--- config.mk ---
export PLATFORM = sky130hd
export DESIGN_NAME = wireless_rx_protection_signaling
export DESIGN_NICKNAME = d
export VERILOG_FILES = /design/src/hdl/rx_protect_pkg.sv /design/src/hdl/mod_link_if.sv /design/src/hdl/tick_divider.sv /design/src/hdl/packet_modulator.sv /design/src/hdl/wireless_rx_protection_signaling.sv
export SDC_FILE = /design/constraint.sdc
export NUM_CORES = 1
export LEC_CHECK = 0
export BUFFER_PORTS_ARGS = -buffer_cell sky130_fd_sc_hd__buf_4
export CAP_MARGIN = 20
export CORE_ASPECT_RATIO = 0.75
export CORE_UTILIZATION = 54
export DETAILED_ROUTE_END_ITERATION = 8
export GPL_TIMING_DRIVEN = 1
export PLACE_DENSITY = 0.76
export SLEW_MARGIN = 20
export SYNTH_ARGS = -nofsm -noshare
export SYNTH_HDL_FRONTEND = slang
export SYNTH_HIERARCHICAL = 1
export SYNTH_SLANG_ARGS = --single-unit
--- constraint.sdc ---
create_clock -name ref_clk -period 1.5 [get_ports ref_clk]
set_input_delay 0.075 -clock ref_clk [delete_from_list [all_inputs] [get_ports ref_clk]]
set_output_delay 0.075 -clock ref_clk [all_outputs]
set_load 0.1 [all_outputs]
--- src/hdl/rx_protect_pkg.sv ---
// constants and types shared by the receiver protection and signalling block
package rx_protect_pkg;

	// clock and time base
	localparam int CLK_NS          = 8;
	localparam int MS_NS           = 1000000;
	localparam int MS_CYCLES       = MS_NS / CLK_NS;
	localparam int HALF_BIT_NS     = 250000;
	localparam int HALF_BIT_CYCLES = HALF_BIT_NS / CLK_NS;

	// periods and windows, in milliseconds
	localparam logic [7:0] ERR_FAST_MS   = 8'h20;
	localparam logic [7:0] ERR_SLOW_MS   = 8'hFA;
	localparam logic [6:0] BIAS_MS       = 7'h19;
	localparam logic [6:0] MONITOR_MS    = 7'h64;
	localparam logic [3:0] DEGLITCH_MS   = 4'hA;

	// packet headers and end-power-transfer reason codes
	localparam logic [7:0] EPT_HEADER      = 8'h02;
	localparam logic [7:0] ERR_HEADER      = 8'h03;
	localparam logic [7:0] REASON_UNKNOWN  = 8'h00;
	localparam logic [7:0] REASON_COMPLETE = 8'h01;
	localparam logic [7:0] REASON_INTERNAL = 8'h02;
	localparam logic [7:0] REASON_OVERTEMP = 8'h03;
	localparam logic [7:0] REASON_BATTFAIL = 8'h06;
	localparam logic [7:0] REASON_NORESP   = 8'h08;

	// packet framing: header, payload, check byte
	localparam logic [4:0] PKT_BITS = 5'h18;

	// temperature-sense comparator channels
	localparam int CH_HOT   = 0;
	localparam int CH_COLD  = 1;
	localparam int CH_LOW   = 2;
	localparam int CH_HIGH  = 3;
	localparam int CH_COUNT = 4;

	typedef enum logic [1:0] {
		RECTIFIER_NODE_DIODE = 2'b00,
		RECTIFIER_NODE_HALF  = 2'b01,
		RECTIFIER_NODE_FULL  = 2'b10
	} rectifier_node_mode_t;

	typedef enum logic {
		TS_BIAS    = 1'b0,
		TS_MONITOR = 1'b1
	} ts_phase_t;

endpackage

--- src/hdl/mod_link_if.sv ---
// packet request and switch state between controller and modulator
`timescale 1ns/1ns
interface mod_link_if;
	logic       start;
	logic [7:0] header;
	logic [7:0] payload;
	logic       busy;
	logic       switchOn;

	modport ctrl (output start, output header, output payload, input busy, input switchOn);
	modport mod  (input start, input header, input payload, output busy, output switchOn);
endinterface

--- src/hdl/tick_divider.sv ---
// divider giving a one-cycle enable pulse every DIV clocks
`timescale 1ns/1ns
module tick_divider #(
	parameter int DIV = 125000
) (
	input  wire logic ref_clk,
	input  wire logic rst_b,
	output logic      tick
);
	localparam int W = $clog2(DIV);

	typedef struct packed {
		logic [W-1:0] cnt;
		logic         tick;
	} div_t;

	div_t st_reg;
	div_t st_next;

	if (DIV < 2)
	begin : g_chk
		$error("tick_divider: DIV must be at least 2");
	end

	// wrap counter, pulse on wrap
	always_comb
	begin
		st_next = st_reg;
		st_next.tick = 1'b0;
		if (st_reg.cnt == W'(DIV - 1))
		begin
			st_next.cnt = '0;
			st_next.tick = 1'b1;
		end
		else
		begin
			st_next.cnt = st_reg.cnt + 1'b1;
		end
	end

	always_ff @(posedge ref_clk or negedge rst_b)
	begin
		if (!rst_b)
			st_reg <= '0;
		else
			st_reg <= st_next;
	end

	assign tick = st_reg.tick;
endmodule

--- src/hdl/packet_modulator.sv ---
// serialises a packet as biphase toggles of the load switch
`timescale 1ns/1ns
module packet_modulator (
	input  wire logic ref_clk,
	input  wire logic rst_b,
	input  wire logic halfTick,
	mod_link_if.mod   link
);
	typedef struct packed {
		logic        busy;
		logic [23:0] shreg;
		logic [4:0]  bitsLeft;
		logic        secondHalf;
		logic        sw;
	} mod_t;

	mod_t st_reg;
	mod_t st_next;

	// toggle at every bit start, again mid-bit for a one
	always_comb
	begin
		st_next = st_reg;
		if (!st_reg.busy && link.start)
		begin
			st_next.busy = 1'b1;
			st_next.shreg = {link.header, link.payload, link.header ^ link.payload};
			st_next.bitsLeft = rx_protect_pkg::PKT_BITS;
			st_next.secondHalf = 1'b0;
		end
		else if (st_reg.busy && halfTick)
		begin
			if (!st_reg.secondHalf)
			begin
				st_next.sw = ~st_reg.sw;
				st_next.secondHalf = 1'b1;
			end
			else
			begin
				if (st_reg.shreg[23])
					st_next.sw = ~st_reg.sw;
				st_next.shreg = {st_reg.shreg[22:0], 1'b0};
				st_next.secondHalf = 1'b0;
				st_next.bitsLeft = st_reg.bitsLeft - 1'b1;
				if (st_reg.bitsLeft == 5'h01)
				begin
					st_next.busy = 1'b0;
					st_next.sw = 1'b0; // leave the coil unloaded
				end
			end
		end
	end

	always_ff @(posedge ref_clk or negedge rst_b)
	begin
		if (!rst_b)
			st_reg <= '0;
		else
			st_reg <= st_next;
	end

	assign link.busy = st_reg.busy;
	assign link.switchOn = st_reg.sw;
endmodule

--- src/hdl/wireless_rx_protection_signaling.sv ---
// receiver protection, end-transfer signalling and rectifier mode control
`timescale 1ns/1ns
module wireless_rx_protection_signaling #(
	parameter int MS_CYCLES       = rx_protect_pkg::MS_CYCLES,
	parameter int HALF_BIT_CYCLES = rx_protect_pkg::HALF_BIT_CYCLES
) (
	input  wire logic       ref_clk,
	input  wire logic       rst_b,
	input  wire logic       rectSurge,
	input  wire logic       rectAcceptable,
	input  wire logic       inputOverVolt,
	input  wire logic       rectConverged,
	input  wire logic       rectConvergeFail,
	input  wire logic       rectAboveUvlo,
	input  wire logic       loadAboveEntry,
	input  wire logic       loadBelowExit,
	input  wire logic       taperMode,
	input  wire logic       battBelowTerm,
	input  wire logic       dieOverTemp,
	input  wire logic       limitResistorShort,
	input  wire logic       prechargeTimeout,
	input  wire logic       fastChargeTimeout,
	input  wire logic       tsHot,
	input  wire logic       tsCold,
	input  wire logic       tsBelowCtrlLow,
	input  wire logic       tsAboveCtrlHigh,
	input  wire logic [7:0] controlError,
	output logic            passFetOn,
	output logic            lowerRectRequest,
	output logic            chargeStatusOutputOut,
	output logic            chargeStatusOutputOe,
	output logic            chargerHighZ,
	output logic            modulationSwitchA,
	output logic            modulationSwitchB,
	output logic            commCurrentLimit,
	output logic [1:0]      rectMode,
	output logic            senseBiasWindow,
	output logic            eptSentFlag,
	output logic [7:0]      eptReasonOut
);
	typedef struct packed {
		logic                           errActive;
		logic                           errFast;
		logic                           errPend;
		logic [7:0]                     errMs;
		logic                           eptLatched;
		logic                           eptSent;
		logic [7:0]                     eptReason;
		logic                           convergedSeen;
		logic                           chargerOn;
		logic                           highZ;
		rx_protect_pkg::rectifier_node_mode_t     rectifier_node;
		rx_protect_pkg::ts_phase_t      ts;
		logic [6:0]                     tsMs;
		logic [rx_protect_pkg::CH_COUNT-1:0][3:0] dgl;
		logic [rx_protect_pkg::CH_COUNT-1:0]      tsFlag;
		logic                           start;
		logic [7:0]                     hdr;
		logic [7:0]                     pay;
	} ctl_t;

	ctl_t st_reg;
	ctl_t st_next;

	logic                                msTick;
	logic                                halfTick;
	logic                                tsFault;
	logic                                eptCond;
	logic [7:0]                          reasonNow;
	logic [7:0]                          errPeriod;
	logic [rx_protect_pkg::CH_COUNT-1:0] chIn;
	logic [rx_protect_pkg::CH_COUNT-1:0] chWin;

	mod_link_if link ();

	// millisecond and half-bit time bases
	tick_divider #(.DIV(MS_CYCLES)) u_ms (
		.ref_clk (ref_clk),
		.rst_b   (rst_b),
		.tick    (msTick)
	);

	tick_divider #(.DIV(HALF_BIT_CYCLES)) u_bit (
		.ref_clk (ref_clk),
		.rst_b   (rst_b),
		.tick    (halfTick)
	);

	packet_modulator u_mod (
		.ref_clk  (ref_clk),
		.rst_b    (rst_b),
		.halfTick (halfTick),
		.link     (link.mod)
	);

	// comparator channels and the phase in which each is read
	assign chIn = {tsAboveCtrlHigh, tsBelowCtrlLow, tsCold, tsHot};
	assign chWin = (st_reg.ts == rx_protect_pkg::TS_BIAS) ? 4'h7 : 4'h8;
	assign tsFault = st_reg.tsFlag[rx_protect_pkg::CH_HOT]
		| st_reg.tsFlag[rx_protect_pkg::CH_COLD]
		| st_reg.tsFlag[rx_protect_pkg::CH_LOW];

	// reason priority: fault, temperature, battery, convergence, control, done
	assign reasonNow =
		(dieOverTemp || limitResistorShort) ? rx_protect_pkg::REASON_INTERNAL :
		tsFault ? rx_protect_pkg::REASON_OVERTEMP :
		(prechargeTimeout || fastChargeTimeout) ? rx_protect_pkg::REASON_BATTFAIL :
		rectConvergeFail ? rx_protect_pkg::REASON_NORESP :
		st_reg.tsFlag[rx_protect_pkg::CH_HIGH] ? rx_protect_pkg::REASON_UNKNOWN :
		rx_protect_pkg::REASON_COMPLETE;
	assign eptCond = dieOverTemp | limitResistorShort | tsFault | prechargeTimeout
		| fastChargeTimeout | rectConvergeFail | st_reg.tsFlag[rx_protect_pkg::CH_HIGH]
		| (taperMode & battBelowTerm);

	assign errPeriod = st_reg.errFast ? rx_protect_pkg::ERR_FAST_MS
		: rx_protect_pkg::ERR_SLOW_MS;

	// whole control state
	always_comb
	begin
		st_next = st_reg;
		st_next.start = 1'b0;

		// surge starts fast error reporting, acceptable level slows it
		if (rectSurge || inputOverVolt)
		begin
			st_next.errActive = 1'b1;
			st_next.errFast = 1'b1;
		end
		else if (rectAcceptable)
			st_next.errFast = 1'b0;

		// latch the first end-transfer cause
		if (eptCond && !st_reg.eptLatched)
		begin
			st_next.eptLatched = 1'b1;
			st_next.eptReason = reasonNow;
		end

		// one packet at a time; end-transfer beats error reports
		if (!link.busy && !st_reg.start)
		begin
			if (st_reg.eptLatched && !st_reg.eptSent)
			begin
				st_next.start = 1'b1;
				st_next.hdr = rx_protect_pkg::EPT_HEADER;
				st_next.pay = st_reg.eptReason;
				st_next.eptSent = 1'b1;
			end
			else if (st_reg.errPend && !st_reg.eptLatched)
			begin
				st_next.start = 1'b1;
				st_next.hdr = rx_protect_pkg::ERR_HEADER;
				st_next.pay = controlError;
				st_next.errPend = 1'b0;
			end
		end

		// report timer after the start, so a new due report beats the clear
		if (st_reg.errActive && !st_reg.eptLatched && msTick)
		begin
			if (st_reg.errMs == errPeriod - 8'h01)
			begin
				st_next.errMs = '0;
				st_next.errPend = 1'b1;
			end
			else
				st_next.errMs = st_reg.errMs + 8'h01;
		end

		// charger output gated by convergence, overvoltage and faults
		if (rectConverged)
			st_next.convergedSeen = 1'b1;
		st_next.chargerOn = st_reg.convergedSeen && !inputOverVolt && !st_reg.eptLatched
			&& !dieOverTemp && !tsFault;
		if (st_reg.eptSent && st_reg.eptReason == rx_protect_pkg::REASON_COMPLETE)
			st_next.highZ = 1'b1;

		// rectifier mode
		if (!rectAboveUvlo)
			st_next.rectifier_node = rx_protect_pkg::RECTIFIER_NODE_DIODE;
		else
		begin
			unique case (st_reg.rectifier_node)
				rx_protect_pkg::RECTIFIER_NODE_DIODE: st_next.rectifier_node = rx_protect_pkg::RECTIFIER_NODE_HALF;
				rx_protect_pkg::RECTIFIER_NODE_HALF:
					if (loadAboveEntry)
						st_next.rectifier_node = rx_protect_pkg::RECTIFIER_NODE_FULL;
				rx_protect_pkg::RECTIFIER_NODE_FULL:
					if (loadBelowExit)
						st_next.rectifier_node = rx_protect_pkg::RECTIFIER_NODE_HALF;
				default: st_next.rectifier_node = rx_protect_pkg::RECTIFIER_NODE_DIODE;
			endcase
		end

		// sense pin bias and monitor windows
		if (msTick)
		begin
			unique case (st_reg.ts)
				rx_protect_pkg::TS_BIAS:
					if (st_reg.tsMs == rx_protect_pkg::BIAS_MS - 7'h01)
					begin
						st_next.ts = rx_protect_pkg::TS_MONITOR;
						st_next.tsMs = '0;
					end
					else
						st_next.tsMs = st_reg.tsMs + 7'h01;
				rx_protect_pkg::TS_MONITOR:
					if (st_reg.tsMs == rx_protect_pkg::MONITOR_MS - 7'h01)
					begin
						st_next.ts = rx_protect_pkg::TS_BIAS;
						st_next.tsMs = '0;
					end
					else
						st_next.tsMs = st_reg.tsMs + 7'h01;
			endcase
		end

		// deglitch each comparator inside its window
		for (int i = 0; i < rx_protect_pkg::CH_COUNT; i++)
		begin
			if (!chIn[i] || !chWin[i])
				st_next.dgl[i] = '0;
			else if (msTick && st_reg.dgl[i] != rx_protect_pkg::DEGLITCH_MS)
				st_next.dgl[i] = st_reg.dgl[i] + 4'h1;
			if (st_reg.dgl[i] == rx_protect_pkg::DEGLITCH_MS)
				st_next.tsFlag[i] = 1'b1;
		end
	end

	always_ff @(posedge ref_clk or negedge rst_b)
	begin
		if (!rst_b)
			st_reg <= '0;
		else
			st_reg <= st_next;
	end

	// modulator request
	assign link.start = st_reg.start;
	assign link.header = st_reg.hdr;
	assign link.payload = st_reg.pay;

	// outputs
	assign passFetOn = st_reg.chargerOn;
	assign lowerRectRequest = inputOverVolt;
	assign chargeStatusOutputOut = 1'b0;
	assign chargeStatusOutputOe = st_reg.chargerOn;
	assign chargerHighZ = st_reg.highZ;
	assign modulationSwitchA = link.switchOn;
	assign modulationSwitchB = link.switchOn;
	assign commCurrentLimit = link.busy;
	assign rectMode = st_reg.rectifier_node;
	assign senseBiasWindow = (st_reg.ts == rx_protect_pkg::TS_BIAS);
	assign eptSentFlag = st_reg.eptSent;
	assign eptReasonOut = st_reg.eptReason;
endmodule

-- Word level (Yosys, flattened, before mapping)
Cells that the tools add are included.
Widths: inputs -> output; s select.
- bits in registers: 137
- bits of input ports: 28
- output and inout bits: 20
- word-level logic and storage cells: 178
- $add $sub $neg: 10
- eq/ne operators: 20
- mux-type cells: 46
- bitwise logic cells: 14
- reduce and logical (&&, ||, !) cells: 55
- operators by type and width (cell ; number):
    $mux 17 ; 4
    $mux 4 ; 13
    $mux 32 ; 1
    $mux 31 ; 1
    $mux 30 ; 1
    $reduce_bool 2->1 ; 9
    $add 17x1->17 const B ; 1
    $eq 17x17->1 const B ; 1
    $logic_and 1x1->1 ; 17
    $add 4x1->4 const B ; 4
    $eq 4x4->1 const B ; 4
    $mux 8 ; 2
    $ne 4x4->1 const B ; 4
    $pmux 8 s2 ; 1
    $add 15x1->15 const B ; 1
    $eq 15x15->1 const B ; 1
    $logic_not 1->1 ; 15
    $mux 15 ; 1
    $mux 1 ; 14
    $mux 7 ; 2
    $mux 9 ; 1
    $or 1x1->1 ; 9
    $add 8x1->8 const B ; 1
    $eq 8x1->1 const B ; 1
    20 further kinds ; 36

-- Depth between registers and ports, before layout
Gate-level depths: netlist of run 1.
- word-level depth: 9
- mapped depth: 6
- depth with buffers taken out: 6

-- Cells and area by module
The synthesis of run 1 kept the hierarchy.
- modules (own cells, without submodules) (module ; instances ; cells an instance ; area each (um^2) ; seq. area each (um^2)):
    wireless_rx_protection_signaling ; 1 ; 288 ; 2959.1 ; 1526.5
    packet_modulator ; 1 ; 150 ; 1535.2 ; 800.8
    tick_divider (u_ms) ; 1 ; 77 ; 858.3 ; 450.4
    tick_divider (u_bit) ; 1 ; 65 ; 749.5 ; 400.4

-- Worst setup path after synthesis of run 1
No wires, ideal clock.
- path type: register to register
- start point: reg u_mod.st_reg (netlist bit u_mod/link.busy)
- end point: reg u_mod/st_reg[10] (netlist bit)
- setup time: 0.126 ns
- arrival time: 1.795 ns
- required time: 1.374 ns
- path slack: -0.421 ns
- cell stages (with the launch flop): 6
- buffers on the path: 2
- period minus slack after synthesis: 1.921 ns
- cell sequence: dfrtp_1 buf_6 and3_4 buf_6 nor2_2 a221o_1
- longest elaborated chain between the ends: 4
- elaborated cells on any way between the ends: 7
- those cells by class: mux (1); reduce/logical (6)
- RTL lines (element ; RTL line ; text):
    start, declared ; packet_modulator.sv:17 ; mod_t st_reg;
    start signal, assigned ; packet_modulator.sv:59 ; st_reg <= st_next;
    $logic_not 1->1 ; packet_modulator.sv:24 ; if (!st_reg.busy && link.start)
    $logic_and 1x1->1 ; packet_modulator.sv:24 ;
    $reduce_bool 2->1 (no source line) ; - ;
    $reduce_and 2->1 (no source line) ; - ;
Several ways; a longest one is shown, not always the timed one.
A chain may end at the register's enable or synchronous reset.

==> flow_summary.yaml, run 1 <==
drt:
  dr.pass1.iters: 9
  routed_wl_um: 13900
  drtAntennaViolNets: 0
  drcViolationCount: 11
  via_per_inst: 5.50
  num_vias: 4809
  drt_iter0_markers: 307
  wire_per_inst_um: 15.9
timing:
  whs_ns: 0.0503
  layout_min_cycle_time_ns: 1.60
  finalMaxSlewViolations: 0
  timing.fmax_ghz: 0.625
  final.setup_skew_ns: 0.00888
  setup_viol_count_final: 16
  period_share_pct: 107
  finalHoldViolations: 0
  rsz0062_at_grt: "yes"
  layout_setup_ws_ns: -0.0991
  setup_tns_ns: -0.911
grt:
  track_usage_pct: 24.6
  overflow: 0
  grt_max_degree: 46
  grt_pass1_wl_um: 22500
  antenna_found_initial: 0
  grt_pass1_vias: 4676
layout:
  multi_input_area_mm2: 0.00295
  regArea_mm2: 0.00319
  largest_reg_flops: 41
  drive_above_1_share_pct: 28.5
  diodes: 0
  area_growth_pct: 35.1
  final_nets: 765
  fillers: 700
min_path:
  min_path_type: "in2async"
worst_setup_path:
  reg2reg_slack_ns: -0.1
  crit_type: "reg2reg"
  crit_path_max_fanout: 7
  worstPathRequired_ns: 1.80
  start_kind: "flip-flop"
  cp_data_arrival_time_ns: 1.90
  endpoint_kind: "flip-flop"
clocking:
  cts_made_buffers: 17
  cts_sinks: 127
  insertion_delay_ns: 0.42
  cts_tree: "yes"
  cts-root-buf: "clkbuf_16"
  h-tree-depth: 4
  clock_path_buffers: 2
  clkTransAtPathRegs_ns: 0.06
synth:
  syn_area_per_cell_um2: 10.5
  synth_seq_cells: 127
  ys_seq_area_share_pct: 52.1
  synthArstFlopShare_pct: 100
  syn_inst: 580
  ys_types: 66
  ys_warn_count: 6
  syn_area_mm2: 0.00610
  synth_edf_count: 0
  ys.flop_type: "dfrtp_1"
placement:
  place_hpwl_um: 8570
  io_buffers: 42
  gp_congestion: 0.806
  pre_cts_ws_ns: -0.118
power:
  power_density_mw_per_mm2: 1060
  p_leak_nw: 3.78
  ir_drop_uv: 805
floorplanning:
  initial_core_util_pct: 55.6
  coreArea_mm2: 0.0110
  io_pins: 48
  die_width_um: 125
  die-area_mm2: 0.0117
  fp.dieH_um: 94.1
  num_rows: 33
flow_run:
  maxCapViolations: 0
status:
  violations: "design-rule violations, negative setup slack"
  outcome: "finished with violations"
[cell usage after synthesis, types with 3 or more instances]
master,instances,area [µm²]
a21oi_1,10,50.1
a221o_1,7,70.1
a22o_1,4,35.0
a22oi_1,20,150
and2_1,3,18.8
and3_1,3,18.8
buf_2,8,40.0
buf_4,14,105
buf_6,3,33.8
clkbuf_1,7,26.3
dfrtp_1,127,3180
ha_1,16,200
inv_1,17,63.8
mux2i_1,7,70.1
nand2_1,62,233
nand2b_1,11,68.8
nand3_1,31,155
nand3b_1,5,37.5
nand4_1,19,119
nand4b_1,4,35.0
nor2_1,55,206
nor2b_1,8,50.1
nor3_1,4,20.0
nor3_4,3,48.8
nor4_1,8,50.1
o21ai_0,11,55.1
o21ai_1,6,30.0
o22ai_1,3,18.8
or2_1,3,18.8
or2_2,5,31.3
or4b_1,3,30.0
xnor2_1,30,263
xor2_1,21,184
[layer usage]
metal | part of all wire [%] | global-route usage (%) | wire (µm) | vias up
met5 | 0 | 0 | 0 | -
met4 | 0.96 | 7.92 | 133 | 0
met3 | 3.5 | 5.92 | 491 | 12
met2 | 50 | 40.4 | 6890 | 88
met1 | 46 | 32.3 | 6340 | 2416
li1 | - | - | - | 2293
[what timing repair did]
action	in CTS	in global routing
gates resized for setup	6	33
gates cloned	0	0
setup buffers	7	12
endpoints found under the hold margin	159	0
hold buffers	27	0
pin swaps	7	23
setup endpoints to repair	17	40
[cells in the final DEF (no fill, tap or decap), drive strengths merged, types with 4 or more instances in the layout]
| cell type | netlist | layout |
|---|---|---|
| nand2b | 11 | 11 |
| conb | 1 | 17 |
| mux2i | 7 | 7 |
| nor2b | 8 | 8 |
| nor4 | 8 | 8 |
| dlygate4sd3 | 0 | 27 |
| nand2 | 62 | 62 |
| o21ai | 18 | 18 |
| inv | 17 | 17 |
| xor2 | 21 | 21 |
| clkbuf | 7 | 19 |
| nor2 | 56 | 56 |
| buf | 26 | 112 |
| nand4 | 21 | 21 |
| nand4b | 5 | 5 |
| a221o | 7 | 7 |
| a21oi | 10 | 10 |
| a22o | 4 | 4 |
| or2 | 8 | 8 |
| ha | 16 | 16 |
| a22oi | 20 | 20 |
| dfrtp | 127 | 127 |
| nor3 | 7 | 7 |
| bufinv | 0 | 6 |
| nand3 | 32 | 32 |
| xnor2 | 30 | 30 |
| nand3b | 5 | 5 |
| clkinvlp | 0 | 5 |
| and3 | 6 | 6 |
[kinds of logic after synthesis]
| family | share of synthesized area [%] |
|---|---|
| simple gates | 22.4 |
| flops | 52.1 |
| compound gates | 9.08 |
| xor+xnor | 7.32 |
| buf+inv | 4.47 |
| fa+ha+maj | 3.28 |
| mux | 1.33 |
| other cells | 0.0615 |
[final cells by class]
cell class	instances	area share, %
flip-flops and latches	127	38.7
well taps	140	2.13
multi-input cells	419	35.8
clock inverters	13	2.87
clock buffers	19	5.37
inverters	17	0.820
repair buffers	139	14.3
[report_power, final]
| part | switching [mW] | internal (mW) | total (mW) | leakage, nW |
|---|---|---|---|---|
| Combinational | 0.311 | 0.178 | 0.488 | 1.82 |
| Sequential | 0.0421 | 3.48 | 3.52 | 1.64 |
| Clock | 1.54 | 3.17 | 4.70 | 0.316 |
| Total | 1.89 | 6.82 | 8.71 | 3.78 |
[worst max-delay path, cell delays in order, from the launching register on]
cell	delay (ns)
dfrtp_1	0.37
or4b_1	0.52
o22a_1	0.25
nor3_4	0.15
buf_6	0.15
nor2_1	0.05
[worst paths after layout]
path	start	end	cells past startpoint
setup / recovery	st_reg[61]$_DFFE_PN0P_	st_reg[65]$_DFFE_PN0P_	5
hold / removal	rst_b	rectMode[1]$_DFFE_PN0P_	2
max in group asynchronous	rst_b	u_mod/link.busy$_DFFE_PN0P_	3
min in group ref_clk	controlError[0]	link.payload[0]$_DFFE_PN0P_	3
setup reg to reg	st_reg[61]$_DFFE_PN0P_	st_reg[65]$_DFFE_PN0P_	5
hold reg to reg	st_reg[17]$_DFFE_PN0P_	st_reg[17]$_DFFE_PN0P_	1
[stage by stage]
step	power, mW	area (µm²)	std cells	util, %
2_1_floorplan	3.83	6260	596	-
3_3_place_gp	3.99	6980	796	63.5
3_5_place_dp	4.01	6980	796	63.5
4_1_cts	8.77	8010	862	72.9
5_1_grt	8.95	8240	874	75.1
6_report	8.71	8240	874	75.1
No activity file was read; power rests on OpenSTA's default activity.
==> run 2: changes to the inputs <==
--- a/config.mk
+++ b/config.mk
@@ -8,10 +8,12 @@
 export BUFFER_PORTS_ARGS = -buffer_cell sky130_fd_sc_hd__buf_4
 export CAP_MARGIN = 20
 export CORE_ASPECT_RATIO = 0.75
-export CORE_UTILIZATION = 54
+export CORE_UTILIZATION = 56
+export CTS_BUF_LIST = sky130_fd_sc_hd__clkbuf_4
 export DETAILED_ROUTE_END_ITERATION = 8
 export GPL_TIMING_DRIVEN = 1
-export PLACE_DENSITY = 0.76
+export PLACE_DENSITY = 0.78
+export SKIP_CTS_REPAIR_TIMING = 1
 export SLEW_MARGIN = 20
 export SYNTH_ARGS = -nofsm -noshare
 export SYNTH_HDL_FRONTEND = slang
==> run 2 against run 1 <==
  * The flow finishes with violations (negative setup slack)
  * Largest power group is now sequential cells
  * Sequential power barely moved
  * Routed wire length rose by 1.9%
  * Critical path type unchanged
  * Critical path depth did not move
  * Worst setup slack got worse by 0.027 ns
  * Fmax fell by 1.7%
==> flow_summary.yaml, run 2 (same netlist as run 1, synthesis figures left out) <==
clocking:
  insertion_delay_ns: 0.52
  cts-root-buf: "clkbuf_4"
  clkTransAtPathRegs_ns: 0.11
  cts_made_buffers: 17
  clock_path_buffers: 2
  h-tree-depth: 4
  cts_sinks: 127
  cts_tree: "yes"
timing:
  period_share_pct: 108
  setup_viol_count_final: 18
  whs_ns: 0.101
  layout_setup_ws_ns: -0.126
  finalMaxSlewViolations: 0
  timing.fmax_ghz: 0.615
  finalHoldViolations: 0
  tightest_slew_ns: 0.766
  final.setup_skew_ns: 0.0140
  slew_headroom_pct: 48.8
  layout_min_cycle_time_ns: 1.63
  setup_tns_ns: -1.22
  rsz0062_at_grt: "yes"
floorplanning:
  num_rows: 32
  die-area_mm2: 0.0113
  io_pins: 48
  fp.dieH_um: 92.4
  initial_core_util_pct: 58.4
  die_width_um: 123
  coreArea_mm2: 0.0105
worst_setup_path:
  worstPathRequired_ns: 1.91
  start_kind: "flip-flop"
  cp_data_arrival_time_ns: 2.04
  crit_path_max_fanout: 4
  endpoint_kind: "flip-flop"
  crit_type: "reg2reg"
layout:
  final_common_cell: "dfrtp_1"
  final_nets: 761
  regArea_mm2: 0.00319
  final_cell_mix: "dfrtp_1 (123), buf_4 (91), nand2_1 (60)"
  diodes: 0
  drive_above_1_share_pct: 28.8
  multi_input_area_mm2: 0.00298
  instances_no_fill: 865
  area_growth_pct: 29.1
  utilization_pct: 75.4
  fillers: 687
  largest_reg_flops: 41
status:
  outcome: "finished with violations"
  violations: "negative setup slack"
drt:
  drcViolationCount: 0
  wire_per_inst_um: 16.3
  drt_iter0_markers: 234
  via_per_inst: 5.53
  num_vias: 4785
  routed_wl_um: 14100
  dr.pass1.iters: 5
  drtAntennaViolNets: 0
min_path:
  min_path_type: "in2async"
grt:
  track_usage_pct: 24.4
  grt_pass1_wl_um: 21400
  overflow: 0
  grt_max_degree: 44
  grt_pass1_vias: 4534
  antenna_found_initial: 0
placement:
  io_buffers: 42
  placedCellCount: 785
  place_hpwl_um: 8920
  gp_congestion: 0.829
power:
  ir_drop_uv: 551
  power_density_mw_per_mm2: 837
  p_leak_nw: 3.62
flow_run:
  maxCapViolations: 0
## run 2: stage by stage
stage	instance area, µm²	power [mW]	setup WS, ns
after floorplan	6260	3.83	-0.141
after global placement	6910	3.99	-0.0811
after detailed placement	6910	4.01	-0.124
after CTS	7210	6.57	-0.151
after global routing	7880	6.81	-0.186
final	7880	6.60	-0.126
## run 2: final cells by class
class	instances	area share [%]
Sequential cell	127	40.5
Multi-Input combinational cell	420	37.8
Timing Repair Buffer	134	14.8
Tap cell	136	2.16
Clock buffer	22	2.10
Clock inverter	9	1.81
Inverter	17	0.857
## run 2: power by group
| group | switching, mW | total, mW | leakage [nW] | internal [mW] |
|---|---|---|---|---|
| clock | 1.20 | 2.59 | 0.173 | 1.39 |
| sequential | 0.0439 | 3.52 | 1.65 | 3.47 |
| combinational | 0.313 | 0.491 | 1.80 | 0.179 |
## run 2: layer usage
layer	part of all wire [%]	up-vias	GRT usage [%]
li1	-	2286	-
met1	46	2406	32.8
met2	50	79	39.5
met3	3.3	14	5.54
met4	1.0	0	7.01
met5	0	-	0
## run 2: path summary, 6_finish.rpt
check	depth (start not counted)	end	from	slack (ns)
setup reg to reg	5	st_reg[66]$_DFFE_PN0P_	st_reg[69]$_DFFE_PN0P_	-0.13
hold / removal	3	u_mod/st_reg[20]$_DFFE_PN0P_	rst_b	0.10
min in group ref_clk	3	chargeStatusOutputOe$_DFF_PN0_	dieOverTemp	0.25
max in group asynchronous	3	st_reg[26]$_DFFE_PN0P_	rst_b	0.21
hold reg to reg	1	st_reg[17]$_DFFE_PN0P_	st_reg[17]$_DFFE_PN0P_	0.48
setup / recovery	5	st_reg[66]$_DFFE_PN0P_	st_reg[69]$_DFFE_PN0P_	-0.13
## run 2: critical path: stages, from the launching register on
cell and delay (ns):
dfrtp_1 0.39, or4b_1 0.52, o22a_1 0.26, nor3_4 0.16
buf_6 0.15, nor2_2 0.04
==> run 3: changes to the inputs <==
--- a/config.mk
+++ b/config.mk
@@ -8,11 +8,10 @@
 export BUFFER_PORTS_ARGS = -buffer_cell sky130_fd_sc_hd__buf_4
 export CAP_MARGIN = 20
 export CORE_ASPECT_RATIO = 0.75
-export CORE_UTILIZATION = 56
+export CORE_UTILIZATION = 25
 export CTS_BUF_LIST = sky130_fd_sc_hd__clkbuf_4
 export DETAILED_ROUTE_END_ITERATION = 8
 export GPL_TIMING_DRIVEN = 1
-export PLACE_DENSITY = 0.78
 export SKIP_CTS_REPAIR_TIMING = 1
 export SLEW_MARGIN = 20
 export SYNTH_ARGS = -nofsm -noshare
==> constraint.sdc (replaced) <==
create_clock -name ref_clk -period 1.4 [get_ports ref_clk]
set_input_delay 0.07 -clock ref_clk [delete_from_list [all_inputs] [get_ports ref_clk]]
set_output_delay 0.07 -clock ref_clk [all_outputs]
set_load 0.1 [all_outputs]
==> run 3 against run 2 <==
  * The run still ends with negative setup slack left
  * Die area grew 120%
  * Routed wire length grew 0.30%
  * Fmax shrank 1.0%
  * Register-to-register slack lost 0.12 ns
  * Critical endpoint is now st_reg[68]$_DFF_PN0_
  * Largest cell class unchanged
==> flow_summary.yaml, run 3 (same netlist as run 1, synthesis figures left out) <==
grt:
  grt_pass1_wl_um: 22400
  overflow: 0
  grt_max_degree: 81
  track_usage_pct: 11.2
  antenna_found_initial: 1
  grt_pass1_vias: 4538
drt:
  via_per_inst: 4.34
  routed_wl_um: 14200
  wire_per_inst_um: 12.9
  dr.pass1.iters: 4
  num_vias: 4758
  drtAntennaViolNets: 0
  drt_iter0_markers: 204
  drcViolationCount: 0
layout:
  regArea_mm2: 0.00319
  utilization_pct: 35.7
  fin_area_mm2: 0.00857
  final_nets: 796
  instances_no_fill: 1097
  multi_input_area_mm2: 0.00308
  final_common_cell: "dfrtp_1"
  area_growth_pct: 40.4
  fillers: 2397
  largest_reg_flops: 41
  drive_above_1_share_pct: 34.9
  final_cell_mix: "dfrtp_1 (118), buf_4 (114), nand2_1 (58)"
placement:
  placedCellCount: 1011
  gp_congestion: 0.756
  placed_area_mm2: 0.00746
  place_hpwl_um: 8980
  pre_cts_ws_ns: -0.253
  io_buffers: 42
clocking:
  cts_tree: "yes"
  insertion_delay_ns: 0.55
  cts_sinks: 127
  h-tree-depth: 4
  clock_path_buffers: 2
  clkTransAtPathRegs_ns: 0.13
  cts_made_buffers: 17
  cts-root-buf: "clkbuf_4"
worst_setup_path:
  worstPathRequired_ns: 1.90
  path_buf_inv: 1
  path_cells: "or4b_1 > o22a_1 > nor3_4 > buf_6 > nand2b_1"
  critPathMaxStageDelay_ns: 0.52
  crit_type: "reg2reg"
  cp_data_arrival_time_ns: 2.15
  start_kind: "flip-flop"
  endpoint_kind: "flip-flop"
  crit_slowest_cell: "or4b_1"
  crit_path_max_fanout: 5
  path_delay_family: "simple AND/OR/NAND/NOR gates"
status:
  outcome: "finished with violations"
  violations: "negative setup slack"
timing:
  layout_min_cycle_time_ns: 1.64
  layout_setup_ws_ns: -0.243
  finalMaxSlewViolations: 0
  period_share_pct: 117
  setup_viol_count_final: 36
  setup_tns_ns: -3.37
  rsz0062_at_grt: "yes"
  final.setup_skew_ns: 0.0192
  timing.fmax_ghz: 0.609
  whs_ns: 0.0368
  finalHoldViolations: 0
power:
  power_density_mw_per_mm2: 811
  ir_drop_uv: 524
  fin_total_pwr_mw: 6.95
  p_leak_nw: 3.82
flow_run:
  maxCapViolations: 0
floorplanning:
  die-area_mm2: 0.0250
  coreArea_mm2: 0.0240
  num_rows: 49
  initial_core_util_pct: 25.5
  io_pins: 48
  die_width_um: 182
  fp.dieH_um: 137
min_path:
  min_path_type: "in2async"
run 3: cell count changes in the layout (fill, tap and decap cells not counted), moves of 4 or more:
cell / before / now
o21ai_2: 2 / 7
buf_4: 91 / 114
clkbuf_4: 22 / 17
buf_12: 4 / 11
dfrtp_2: 2 / 7
nor4_2: 1 / 5
dfrtp_1: 123 / 118
run 3: area by class of cell:
type | instances | area share, %
antenna | 1 | 0.0292
multi-input combinational | 422 | 36.0
inverter | 17 | 0.789
tap | 331 | 4.83
clock buffer | 17 | 1.49
timing repair buffer | 167 | 17.7
sequential | 127 | 37.3
clock inverter | 15 | 1.85
run 3: tightest hold or removal path: cells and delay by family:
family                 cells  cell delay, ns
buffers and inverters      3            0.90
run 3: where the power goes:
part,internal (mW),switching (mW)
registers,3.72,0.0480
logic,0.198,0.335
clock network,1.08,1.57
run 3: final timing paths:
kind,startpoint,to,slack (ns),cells past startpoint
min,rst_b,st_reg[68]$_DFF_PN0_,0.04,3
max reg2reg,st_reg[69]$_DFFE_PN0P_,st_reg[68]$_DFF_PN0_,-0.24,5
max in group asynchronous,rst_b,u_mod/st_reg[11]$_DFFE_PN0P_,0.57,3
min in group ref_clk,dieOverTemp,chargeStatusOutputOe$_DFF_PN0_,0.21,3
max,st_reg[69]$_DFFE_PN0P_,st_reg[68]$_DFF_PN0_,-0.24,5
min reg2reg,chargerHighZ$_DFFE_PN0P_,chargerHighZ$_DFFE_PN0P_,0.49,1
run 3: per-layer routing:
| layer | wire (µm) | GRT usage (%) |
|---|---|---|
| met4 | 73 | 3.13 |
| met1 | 7270 | 16.2 |
| met3 | 533 | 3.17 |
| met2 | 6280 | 16.3 |
| met5 | 0 | 0 |
